==> config.mk <==
export PLATFORM = sky130hd
export DESIGN_NAME = kpa_keypad_access
export DESIGN_NICKNAME = d
export VERILOG_FILES = /design/src/logic/kpa_pkg.sv /design/src/logic/kpa_keypad_access.sv
export SDC_FILE = /design/constraint.sdc
export NUM_CORES = 1
export LEC_CHECK = 0
export ABC_AREA = 1
export ABC_CLOCK_PERIOD_IN_PS = 2660
export BUFFER_PORTS_ARGS = -buffer_cell sky130_fd_sc_hd__buf_2
export CAP_MARGIN = 5
export CELL_PAD_IN_SITES_DETAIL_PLACEMENT = 1
export CELL_PAD_IN_SITES_GLOBAL_PLACEMENT = 2
export CORE_ASPECT_RATIO = 1.75
export CORE_MARGIN = 2
export CORE_UTILIZATION = 33
export DETAILED_ROUTE_END_ITERATION = 10
export GPL_TIMING_DRIVEN = 0
export PLACE_DENSITY = 0.79
export SKIP_CTS_REPAIR_TIMING = 1
export SLEW_MARGIN = 10
export SYNTH_ARGS = -nofsm -noshare
export SYNTH_HDL_FRONTEND = slang
export SYNTH_SLANG_ARGS = --single-unit
export TNS_END_PERCENT = 10
==> constraint.sdc <==
create_clock -name aclk -period 2.66 [get_ports aclk]
set_input_delay 0.266 -clock aclk [delete_from_list [all_inputs] [get_ports aclk]]
set_output_delay 0.266 -clock aclk [all_outputs]
set_load 0.03 [all_outputs]
==> src/logic/kpa_pkg.sv <==
// Constants shared by the keypad parameter access logic.
// Assumes a 100 MHz single clock and an AXI4-Lite register port.
package kpa_pkg;
   // ------------------------------------------------------------
   // Access levels as decoded from the two rear switches
   // ------------------------------------------------------------
   localparam logic [1:0] KPA_LVL_LOCK = 2'h0; // Default position: lockout
   localparam logic [1:0] KPA_LVL_1 = 2'h1;
   localparam logic [1:0] KPA_LVL_2 = 2'h2;
   localparam logic [1:0] KPA_LVL_3 = 2'h3;
   // ------------------------------------------------------------
   // Parameter map
   // ------------------------------------------------------------
   localparam int KPA_IDX_W = 4;
   localparam int KPA_NPARAM = 16;
   localparam logic [3:0] KPA_IDX_MON = 4'h0; // Display selection
   localparam logic [3:0] KPA_IDX_DECEL = 4'h2; // Deceleration ramp time
   localparam logic [3:0] KPA_L1_LAST = 4'h5; // Last level 1 parameter
   localparam logic [3:0] KPA_L2_LAST = 4'h9; // Last level 2 parameter
   localparam logic [3:0] KPA_CFG_FIRST = 4'hA; // Configuration parameters
   localparam logic [7:0] KPA_PAR_RST = 8'h0A;
   localparam logic [7:0] KPA_STEP_RST = 8'h01;
   localparam logic [7:0] KPA_VAL_MAX = 8'hFF;
   // ------------------------------------------------------------
   // Keys
   // ------------------------------------------------------------
   localparam int KPA_KEY_FWD = 0;
   localparam int KPA_KEY_BACK = 1;
   localparam int KPA_KEY_TOG = 2;
   localparam int KPA_KEY_SAVE = 3;
   // ------------------------------------------------------------
   // Register map (byte addresses) and bus answers
   // ------------------------------------------------------------
   localparam int KPA_AW = 8;
   localparam logic [7:0] KPA_REG_STATUS = 8'h00;
   localparam logic [7:0] KPA_REG_STEP = 8'h04;
   localparam logic [7:0] KPA_REG_PSEL = 8'h08;
   localparam logic [7:0] KPA_REG_PDATA = 8'h0C;
   localparam logic [7:0] KPA_REG_MON = 8'h10;
   localparam logic [7:0] KPA_REG_DECEL = 8'h14;
   localparam logic [1:0] KPA_RESP_OK = 2'h0;
   localparam logic [1:0] KPA_RESP_ERR = 2'h2;
   typedef enum logic {KPA_NAME, KPA_VALUE} kpa_view_t;
endpackage

==> src/logic/kpa_keypad_access.sv <==
// Keypad menu logic: level switches, four keys, parameter edit and save.
// Assumes run_cmd, ctrl_ready, motor_running and fault_active come from
// logic on aclk; keys and switches are raw pins and are synchronised here.
//
// Overview of operation
// - Three access levels; two rear switches pick a level or lock out.
// - Default switch position (both off) blocks every modification.
// - Lockout: run command still works, level 2 list and faults viewable, no edits.
// - Level 3 while ready and idle: configuration parameters editable, faults shown, LED lit.
// - Configuration parameters change only when ready; while running view only.
// - Adjustment parameters change any time in setup mode, idle or running.
// - Forward key: next parameter on a name, increment on a value.
// - Backward key: previous parameter on a name, decrement on a value.
// - Toggle key: name shows value; value returns to name, dropping the edit.
// - Save key stores the edit when a value is shown; ignored on a name.
// - Edited deceleration time takes effect at the next stop command.
// - Display choice made while idle is shown at the next start.
// - Monitoring choice made while running is shown after the toggle key.
`timescale 1ns/1ps
module kpa_keypad_access
   import kpa_pkg::*;
#(
   parameter int NPARAM = KPA_NPARAM
) (
   // Clock and reset
   input wire logic aclk,
   input wire logic aresetn,
   // Keypad pins
   input wire logic [3:0] key_pin,
   input wire logic [1:0] level_sw_pin,
   // Controller status
   input wire logic run_cmd,
   input wire logic ctrl_ready,
   input wire logic motor_running,
   input wire logic fault_active,
   // Display and controller outputs
   output logic programming_indicator,
   output logic fault_show,
   output logic disp_value_mode,
   output logic [KPA_IDX_W-1:0] disp_idx,
   output logic [7:0] disp_edit,
   output logic [7:0] mon_sel,
   output logic [7:0] decel_time,
   // AXI4-Lite slave
   input wire logic [KPA_AW-1:0] s_axi_awaddr,
   input wire logic s_axi_awvalid,
   output logic s_axi_awready,
   input wire logic [31:0] s_axi_wdata,
   input wire logic [3:0] s_axi_wstrb,
   input wire logic s_axi_wvalid,
   output logic s_axi_wready,
   output logic [1:0] s_axi_bresp,
   output logic s_axi_bvalid,
   input wire logic s_axi_bready,
   input wire logic [KPA_AW-1:0] s_axi_araddr,
   input wire logic s_axi_arvalid,
   output logic s_axi_arready,
   output logic [31:0] s_axi_rdata,
   output logic [1:0] s_axi_rresp,
   output logic s_axi_rvalid,
   input wire logic s_axi_rready
);
   // ------------------------------------------------------------
   // Elaboration checks
   // ------------------------------------------------------------
   if (NPARAM > (1 << KPA_IDX_W) || NPARAM <= int'(KPA_CFG_FIRST)) begin : g_bad
      $error("NPARAM out of range for the parameter map");
   end

   // ------------------------------------------------------------
   // State
   // ------------------------------------------------------------
   typedef struct packed {
      logic [3:0] key_s1;
      logic [3:0] key_s2;
      logic [3:0] key_prev;
      logic [1:0] sw_s1;
      logic [1:0] sw_s2;
      logic [1:0] lvl;
      kpa_view_t view;
      logic [KPA_IDX_W-1:0] idx;
      logic [7:0] edit;
      logic [NPARAM-1:0][7:0] par;
      logic [7:0] mon_pend;
      logic [7:0] mon_show;
      logic [7:0] decel;
      logic run_prev;
      logic led;
      logic fault;
      logic [7:0] step;
      logic [KPA_IDX_W-1:0] psel;
      logic bvalid;
      logic [1:0] bresp;
      logic rvalid;
      logic [1:0] rresp;
      logic [31:0] rdata;
   } kpa_state_t;

   kpa_state_t s_r;
   kpa_state_t s_nxt;
   logic [3:0] press;
   logic start_p;
   logic stop_p;
   logic [KPA_IDX_W-1:0] lo;
   logic [KPA_IDX_W-1:0] hi;
   logic editable;
   logic wr_go;
   logic rd_go;
   logic [8:0] inc_sum;

   // ------------------------------------------------------------
   // Decode of keys, run edges, visible range, edit permission
   // ------------------------------------------------------------
   // Edge detect reads the second sync stage only
   assign press = s_r.key_s2 & ~s_r.key_prev;
   // Run edges are seen in every level, lockout included
   assign start_p = run_cmd & ~s_r.run_prev;
   assign stop_p = ~run_cmd & s_r.run_prev;
   assign inc_sum = {1'b0, s_r.edit} + {1'b0, s_r.step};
   assign wr_go = s_axi_awvalid & s_axi_wvalid & ~s_r.bvalid;
   assign rd_go = s_axi_arvalid & ~s_r.rvalid;

   // Visible list per level; lockout shows the level 2 list
   always_comb begin
      case (s_r.lvl)
         KPA_LVL_1: begin
            lo = '0;
            hi = KPA_L1_LAST;
         end
         KPA_LVL_3: begin
            lo = KPA_CFG_FIRST;
            hi = KPA_IDX_W'(NPARAM - 1);
         end
         default: begin
            lo = '0;
            hi = KPA_L2_LAST;
         end
      endcase
   end

   // Configuration needs level 3 and ready; adjustment any time in setup
   always_comb begin
      if (s_r.lvl == KPA_LVL_LOCK) begin
         editable = 1'b0;
      end else if (s_r.idx >= KPA_CFG_FIRST) begin
         editable = (s_r.lvl == KPA_LVL_3) && ctrl_ready && !motor_running;
      end else begin
         editable = 1'b1;
      end
   end

   // ------------------------------------------------------------
   // Next state
   // ------------------------------------------------------------
   always_comb begin
      s_nxt = s_r;
      s_nxt.key_s1 = key_pin;
      s_nxt.key_s2 = s_r.key_s1;
      s_nxt.key_prev = s_r.key_s2;
      s_nxt.sw_s1 = level_sw_pin;
      s_nxt.sw_s2 = s_r.sw_s1;
      s_nxt.lvl = s_r.sw_s2;
      s_nxt.run_prev = run_cmd;
      s_nxt.fault = fault_active;
      s_nxt.led = (s_r.lvl == KPA_LVL_3) && ctrl_ready && !motor_running;
      // Menu walk; a level change restarts at the top of the new list
      if (s_r.sw_s2 != s_r.lvl) begin
         s_nxt.view = KPA_NAME;
         s_nxt.idx = (s_r.sw_s2 == KPA_LVL_3) ? KPA_CFG_FIRST : '0;
      end else if (s_r.view == KPA_NAME) begin
         if (press[KPA_KEY_TOG]) begin
            s_nxt.view = KPA_VALUE;
            s_nxt.edit = s_r.par[s_r.idx];
         end else if (press[KPA_KEY_FWD]) begin
            s_nxt.idx = (s_r.idx >= hi) ? lo : s_r.idx + 1'b1;
         end else if (press[KPA_KEY_BACK]) begin
            s_nxt.idx = (s_r.idx <= lo) ? hi : s_r.idx - 1'b1;
         end
      end else begin
         if (press[KPA_KEY_SAVE]) begin
            if (editable) begin
               s_nxt.par[s_r.idx] = s_r.edit;
               if (s_r.idx == KPA_IDX_MON) begin
                  s_nxt.mon_pend = s_r.edit;
               end
            end
         end else if (press[KPA_KEY_TOG]) begin
            s_nxt.view = KPA_NAME;
            s_nxt.edit = s_r.par[s_r.idx];
         end else if (press[KPA_KEY_FWD] && editable) begin
            s_nxt.edit = inc_sum[8] ? KPA_VAL_MAX : inc_sum[7:0];
         end else if (press[KPA_KEY_BACK] && editable) begin
            s_nxt.edit = (s_r.edit < s_r.step) ? 8'h00 : s_r.edit - s_r.step;
         end
      end
      // Display choice: idle choice waits for a start, running one for toggle
      if (start_p) begin
         s_nxt.mon_show = s_r.mon_pend;
      end else if (motor_running && press[KPA_KEY_TOG]) begin
         s_nxt.mon_show = s_r.mon_pend;
      end
      // Ramp time latched at the stop edge so a ramp never changes midway
      if (stop_p) begin
         s_nxt.decel = s_r.par[KPA_IDX_DECEL];
      end
      // Register writes; only byte lane 0 carries data
      if (wr_go) begin
         s_nxt.bvalid = 1'b1;
         s_nxt.bresp = KPA_RESP_OK;
         case (s_axi_awaddr)
            KPA_REG_STEP: begin
               if (s_axi_wstrb[0]) begin
                  s_nxt.step = s_axi_wdata[7:0];
               end
            end
            KPA_REG_PSEL: begin
               if (s_axi_wstrb[0]) begin
                  s_nxt.psel = s_axi_wdata[KPA_IDX_W-1:0];
               end
            end
            KPA_REG_STATUS, KPA_REG_PDATA, KPA_REG_MON, KPA_REG_DECEL: begin
               s_nxt.bresp = KPA_RESP_OK; // Read-only, write ignored
            end
            default: s_nxt.bresp = KPA_RESP_ERR;
         endcase
      end else if (s_r.bvalid && s_axi_bready) begin
         s_nxt.bvalid = 1'b0;
      end
      // Register reads
      if (rd_go) begin
         s_nxt.rvalid = 1'b1;
         s_nxt.rresp = KPA_RESP_OK;
         s_nxt.rdata = '0;
         case (s_axi_araddr)
            KPA_REG_STATUS: begin
               s_nxt.rdata[11:0] = {s_r.fault, motor_running, ctrl_ready, s_r.led,
                  s_r.view == KPA_VALUE, editable, s_r.lvl, s_r.idx};
            end
            KPA_REG_STEP: s_nxt.rdata[7:0] = s_r.step;
            KPA_REG_PSEL: s_nxt.rdata[KPA_IDX_W-1:0] = s_r.psel;
            KPA_REG_PDATA: begin
               s_nxt.rdata[7:0] = (int'(s_r.psel) < NPARAM) ? s_r.par[s_r.psel] : 8'h00;
            end
            KPA_REG_MON: s_nxt.rdata[15:0] = {s_r.mon_pend, s_r.mon_show};
            KPA_REG_DECEL: s_nxt.rdata[7:0] = s_r.decel;
            default: s_nxt.rresp = KPA_RESP_ERR;
         endcase
      end else if (s_r.rvalid && s_axi_rready) begin
         s_nxt.rvalid = 1'b0;
      end
      // Synchronous reset; lockout state until the switches are read
      if (!aresetn) begin
         s_nxt = '0;
         s_nxt.step = KPA_STEP_RST;
         s_nxt.edit = KPA_PAR_RST;
         s_nxt.decel = KPA_PAR_RST;
         s_nxt.mon_pend = KPA_PAR_RST;
         s_nxt.mon_show = KPA_PAR_RST;
         for (int i = 0; i < NPARAM; i++) begin
            s_nxt.par[i] = KPA_PAR_RST;
         end
      end
   end

   // Single state register
   always_ff @(posedge aclk) begin
      s_r <= s_nxt;
   end

   // ------------------------------------------------------------
   // Outputs
   // ------------------------------------------------------------
   assign programming_indicator = s_r.led;
   assign fault_show = s_r.fault;
   assign disp_value_mode = (s_r.view == KPA_VALUE);
   assign disp_idx = s_r.idx;
   assign disp_edit = s_r.edit;
   assign mon_sel = s_r.mon_show;
   assign decel_time = s_r.decel;
   assign s_axi_awready = wr_go;
   assign s_axi_wready = wr_go;
   assign s_axi_bvalid = s_r.bvalid;
   assign s_axi_bresp = s_r.bresp;
   assign s_axi_arready = rd_go;
   assign s_axi_rvalid = s_r.rvalid;
   assign s_axi_rresp = s_r.rresp;
   assign s_axi_rdata = s_r.rdata;
endmodule

# Word-level counts from Yosys, hierarchy flattened
# Index checks and enable logic that the tools add are counted.
# op_classes
addsub	4
multipliers	0
div	0
order_cmp	7
n_eq_ne	17
shifts	0
mux	43
bitwise_logic	13
reduce_logical	28
# ops
op	count
$bwmux 128	1
$mux 8	13
$bmux 8 s4	2
$mux 4	10
$demux 8 s4	1
$eq 8x4->1 const B	4
$eq 8x5->1 const B	4
$pmux 4 s6	1
$pmux 4 s5	1
$eq 8x3->1 const B	2
$logic_not 8->1	2
$pmux 4 s2	2
$reduce_or 6->1	2
$lt 4x5->1 const B	2
$mux 1	10
$add 8x8->9	1
$reduce_and 3->1	3
$logic_and 1x1->1	8
$lt 8x8->1	1
$reduce_and 4->1	2
$reduce_bool 2->1	4
$sub 8x8->8	1
$not 1->1	6
$and 1x1->1	5
other kinds (21)	24
# word_totals
reg_bits	220
latch_bits	0
mem_bits_rw	0
mem_bits_ro	0
input_bits	69
out_inout_bits	72
wordCells	150
mem_count	0

# Depth between registers and ports, before layout
# logic_depth
depth_word	11
depth_mapped	15

# Least setup slack after synthesis
# OpenSTA, ideal clock, no wires.
# synth_path
path_kind	register -> register
from	register s_r, in the netlist disp_idx[0]
to	register s_r[103] (netlist name)
setup_ns	0.119
t_arrival_ns	2.204
required_ns	2.541
path_slack_ns	0.337
stages_incl_launch_ff	15
synth_period_minus_slack_ns	2.323
cell_sequence	dfxtp_1 > clkinv_1 > clkbuf_1 > ha_1 > inv_1 > nand2_1 > nand3_2 > nand2_1 > inv_2 > nand2_4 > nor2_4 > nand2_2 > buf_2 > o21ai_0 > a21oi_1
# synth_via
elab_chain_cells	5
# synth_rtl
element	line_no	source
from (decl)	kpa_keypad_access.sv:99	kpa_state_t s_r;
from (signal assigned)	kpa_keypad_access.sv:267	s_r <= s_nxt;
$lt 4x5->1 (not written as such) / $ge 4x1->1 (equally long branches)	kpa_keypad_access.sv:182	s_nxt.par[s_r.idx] = s_r.edit;
$logic_and 1x1->1 (not written as such)	kpa_keypad_access.sv:182	
$mux 8 (not written as such)	kpa_keypad_access.sv:182	
$demux 8 s4	kpa_keypad_access.sv:182	
$bwmux 128	kpa_keypad_access.sv:182	
# Several ways; a longest one is shown, not always the timed one.
# A chain may end at the register's enable or synchronous reset.

# Worst setup path in the final report
# layout_path
from	register s_r, in the netlist disp_idx[3]
to	register s_r, in the netlist disp_edit[2]
# layout_via
elab_chain_cells	8
# layout_rtl
element	line_no	source
$ge 4x4->1	kpa_keypad_access.sv:145	end else if (s_r.idx >= KPA_CFG_FIRST) begin
$mux 1	kpa_keypad_access.sv:145	
$mux 1	kpa_keypad_access.sv:143	if (s_r.lvl == KPA_LVL_LOCK) begin
$logic_and 1x1->1	kpa_keypad_access.sv:190	end else if (press[KPA_KEY_FWD] && editable) begin
$mux 8	kpa_keypad_access.sv:190	
$mux 8	kpa_keypad_access.sv:187	end else if (press[KPA_KEY_TOG]) begin
$mux 8	kpa_keypad_access.sv:180	if (press[KPA_KEY_SAVE]) begin
$mux 8	kpa_keypad_access.sv:170	end else if (s_r.view == KPA_NAME) begin
# Several ways; a longest one is shown, not always the timed one. The select of a mux whose other input is x is not followed.

==> results_dict.tcl <==
set metrics [dict create \
    synth.area.top_cells "dfxtp_1 (35%), nand2_1 (13%), a21oi_1 (8.0%)" \
    async_flop_share_pct 0 \
    htreeDepth 1 \
    power_per_cell_area_mw_per_mm2 545 \
    die_area_mm2 0.0384 \
    layout.nets 2081 \
    setup_viol 0 \
    cp-start-kind "flip-flop" \
    synth_seq_cells 210 \
    rsz0062_at_grt "yes" \
    grtUsageTotal_pct 29.6 \
    drt_pass1_iterations 5 \
    first_iter_violations 714 \
    pin_count 141 \
    worst_pin_slew_ps 1030 \
    cp-end-kind "flip-flop" \
    netlist_instances 1828 \
    cpPeakStageDelay_ps 570 \
    min_period_over_period_pct 98.3 \
    violations "hold timing" \
    place.gp.congestion 0.951 \
    yosys.area.top_type "dfxtp_1" \
    crit_path_top_delay_cell "clkbuf_1" \
    r2r_cells 10 \
    synth-compound-area-share_pct 22.3 \
    worstPathMaxFanout 10 \
    num_vias 13100 \
    cp.required_ps 3120 \
    holdWs_ps -42.1 \
    r2r-start "disp_idx[3]" \
    synthAdderAreaFrac_pct 3.12 \
    pre_cts_slack_ps -1020 \
    hold_violations 2 \
    die_w_um 149 \
    synthMuxAreaShare_pct 0 \
    final_util_pct 39.7 \
    period_minus_slack_ps 2620 \
    min_path_type "primary input to flip-flop" \
    clockBufferDepth 3 \
    fp.dieH_um 258 \
    ys_seq_area_share_pct 34.7 \
    ir_drop_uv 458 \
    status "finished with violations" \
    fin_area_mm2 0.0144 \
    slew_violations 0 \
    synth_top_family_by_area "simple AND/OR/NAND/NOR gates" \
    numCtsBuffers 24 \
    maxCapViolCount 0 \
    antenna_found_initial 0 \
    synth_ff_type "dfxtp_1" \
    diodes 0 \
    place_area_mm2 0.0132 \
    antenna_left 0 \
    syn-cell-area_mm2 0.0121 \
    finalSetupTns_ps 0 \
    synth-simple-area-share_pct 24.0 \
    area_growth_pct 18.4 \
    finalClockSkew_ps 18.5 \
    via_per_inst 5.30 \
    r2r-end "disp_edit[2]" \
    path_cells "buf_2, nand2_1, inv_1, clkbuf_1, nand3_1, nand3_1, nor2_1, nor2_1, nand2_1, a21oi_1" \
    clkTransAtPathRegs_ps 70 \
    path_class "flip-flop to flip-flop" \
    io_buffer_count 94 \
    place_hpwl_mm 44.2 \
    finalWorstSetupSlack_ps 44.3 \
    fmax_mhz 382 \
    core_area_mm2 0.0361 \
    wl_per_cell_um 23.2 \
    cts_tree "done" \
    grt_overflow 0 \
    grt_pass1_wl_mm 84.6 \
    synth_xor_area_share_pct 0.795 \
    avgSynthCellArea_um2 6.63 \
    n_fill_cell 4774 \
    crit_start "disp_idx[3]" \
    cp.arrival_ps 3080 \
    start_util_pct 33.5 \
    grt_max_degree 14 \
    yosysTopAreaCellShare_pct 34.7 \
    cts_num_sinks 210 \
    max_slew_margin_pct 31.3 \
    routed_wl_mm 57.3 \
    crit_end "disp_edit[2]" \
    synth_warnings 0 \
    rrSetupSlack_ps 40 \
    drc_errors 0 \
    grt_pass1_vias 13500 \
    p_leak_uw 0.00653 \
    synth_edf_count 0 \
    drive_gt1_share_pct 15.0 \
    clk_latency_ps 550 \
    clock-root-buffer "clkbuf_16" \
    yosysUniqueCellTypes 43 \
    rows 92 \
]
==> state kept, by name (all words and copies together), names as in the netlist <==
register	flops
s_axi_bresp	1
s_axi_rdata	16
programming_indicator	1
disp_edit	8
s_axi_rvalid	1
disp_idx	4
fault_show	1
s_axi_bvalid	1
disp_value_mode	1
s_axi_rresp	1
s_r	159
decel_time	8
mon_sel	8
==> worst min-delay path by stage <==
stage / endpoint / slack, ps / depth (start not counted) / start
final: s_r[52] / -40 / 3 / run_cmd
after global routing: s_r[52] / 8 / 3 / run_cmd
after CTS: s_r[234] / -110 / 3 / key_pin[2]
after detailed placement: s_r[229] / 400 / 2 / s_r[233]
after global placement: s_r[220] / 400 / 2 / s_r[222]
after floorplan: s_r[52] / 360 / 2 / run_cmd
==> logic make-up (layout without fill, tap and decap cells) <==
group	Yosys count	after routing
fa+ha+maj	29	29
other cells	1	18
compound gates	486	486
buf+inv	402	554
xor+xnor	11	11
flops	210	210
simple gates	689	689
==> layer usage <==
metal,vias to the layer above,part of all wire (%),GRT usage [%]
met5,-,0,0
met4,0,7.1,18.6
met3,165,3.7,2.60
met2,409,52,55.5
met1,6282,37,31.4
li1,6223,-,-
==> layout make-up <==
cell class	count	area, um2	share of cell area (%)
inverters	227	860	5.99
flip-flops and latches	210	4220	29.4
clock inverters	9	135	0.941
well taps	470	588	4.10
multi-input cells	1233	6200	43.2
plain buffers	174	1020	7.10
clock buffers	31	667	4.65
repair buffers	113	668	4.65
==> critical path: cells and delay by family (launching register included) <==
kind | cells | cell delay [ps]
buffers and inverters | 3 | 1190
and+or+nand+nor | 6 | 780
AOI/OAI and AO/OA | 1 | 100
DFF | 1 | 440
==> per-stage QoR <==
stage | instances | total power, uW
after floorplan | 1845 | 3960
after global placement | 2409 | 4340
after detailed placement | 2409 | 4350
after CTS | 2449 | 7820
after global routing | 2467 | 8080
final | 2467 | 7820
==> placed cells by master, fill, tap and decap left out, types with 4 or more instances in the layout <==
cell type	instances
dlygate4sd3_1	7
xor2_1	7
nand4_1	20
clkbuf_2	8
o21ai_0	169
nand2_1	421
buf_1	5
o211ai_1	93
inv_1	218
nor2_4	4
buf_4	81
xnor2_1	4
nor2_1	85
conb_1	18
clkbuf_1	65
nand3_1	119
clkbuf_16	24
nor3_1	9
clkbuf_8	4
ha_1	26
a21oi_1	193
buf_6	6
or2_2	4
dfxtp_1	204
o21ai_1	16
inv_2	6
clkinv_2	4
dfxtp_2	4
a211oi_1	4
buf_2	112
nand2_2	15
==> report_power, final <==
part	internal [uW]	total [uW]	switching [uW]
sequential	3190	3250	55.9
clock	2050	3490	1430
combinational	334	1080	748
==> synth_stat cells, types with 3 or more instances <==
cell type / n
o211ai_1: 93
nor2_1: 88
a21oi_1: 193
buf_6: 5
xnor2_1: 4
buf_2: 26
nor2_4: 3
nand3_1: 121
inv_1: 219
buf_1: 8
nand2_1: 425
dfxtp_1: 210
o21ai_0: 184
clkinv_1: 3
or2_2: 4
clkbuf_1: 71
inv_2: 5
o221ai_1: 3
nand2_2: 11
xor2_1: 7
a211oi_1: 4
nand4_1: 20
buf_4: 65
nor3_1: 9
ha_1: 27
No activity file was read; power rests on OpenSTA's default activity.
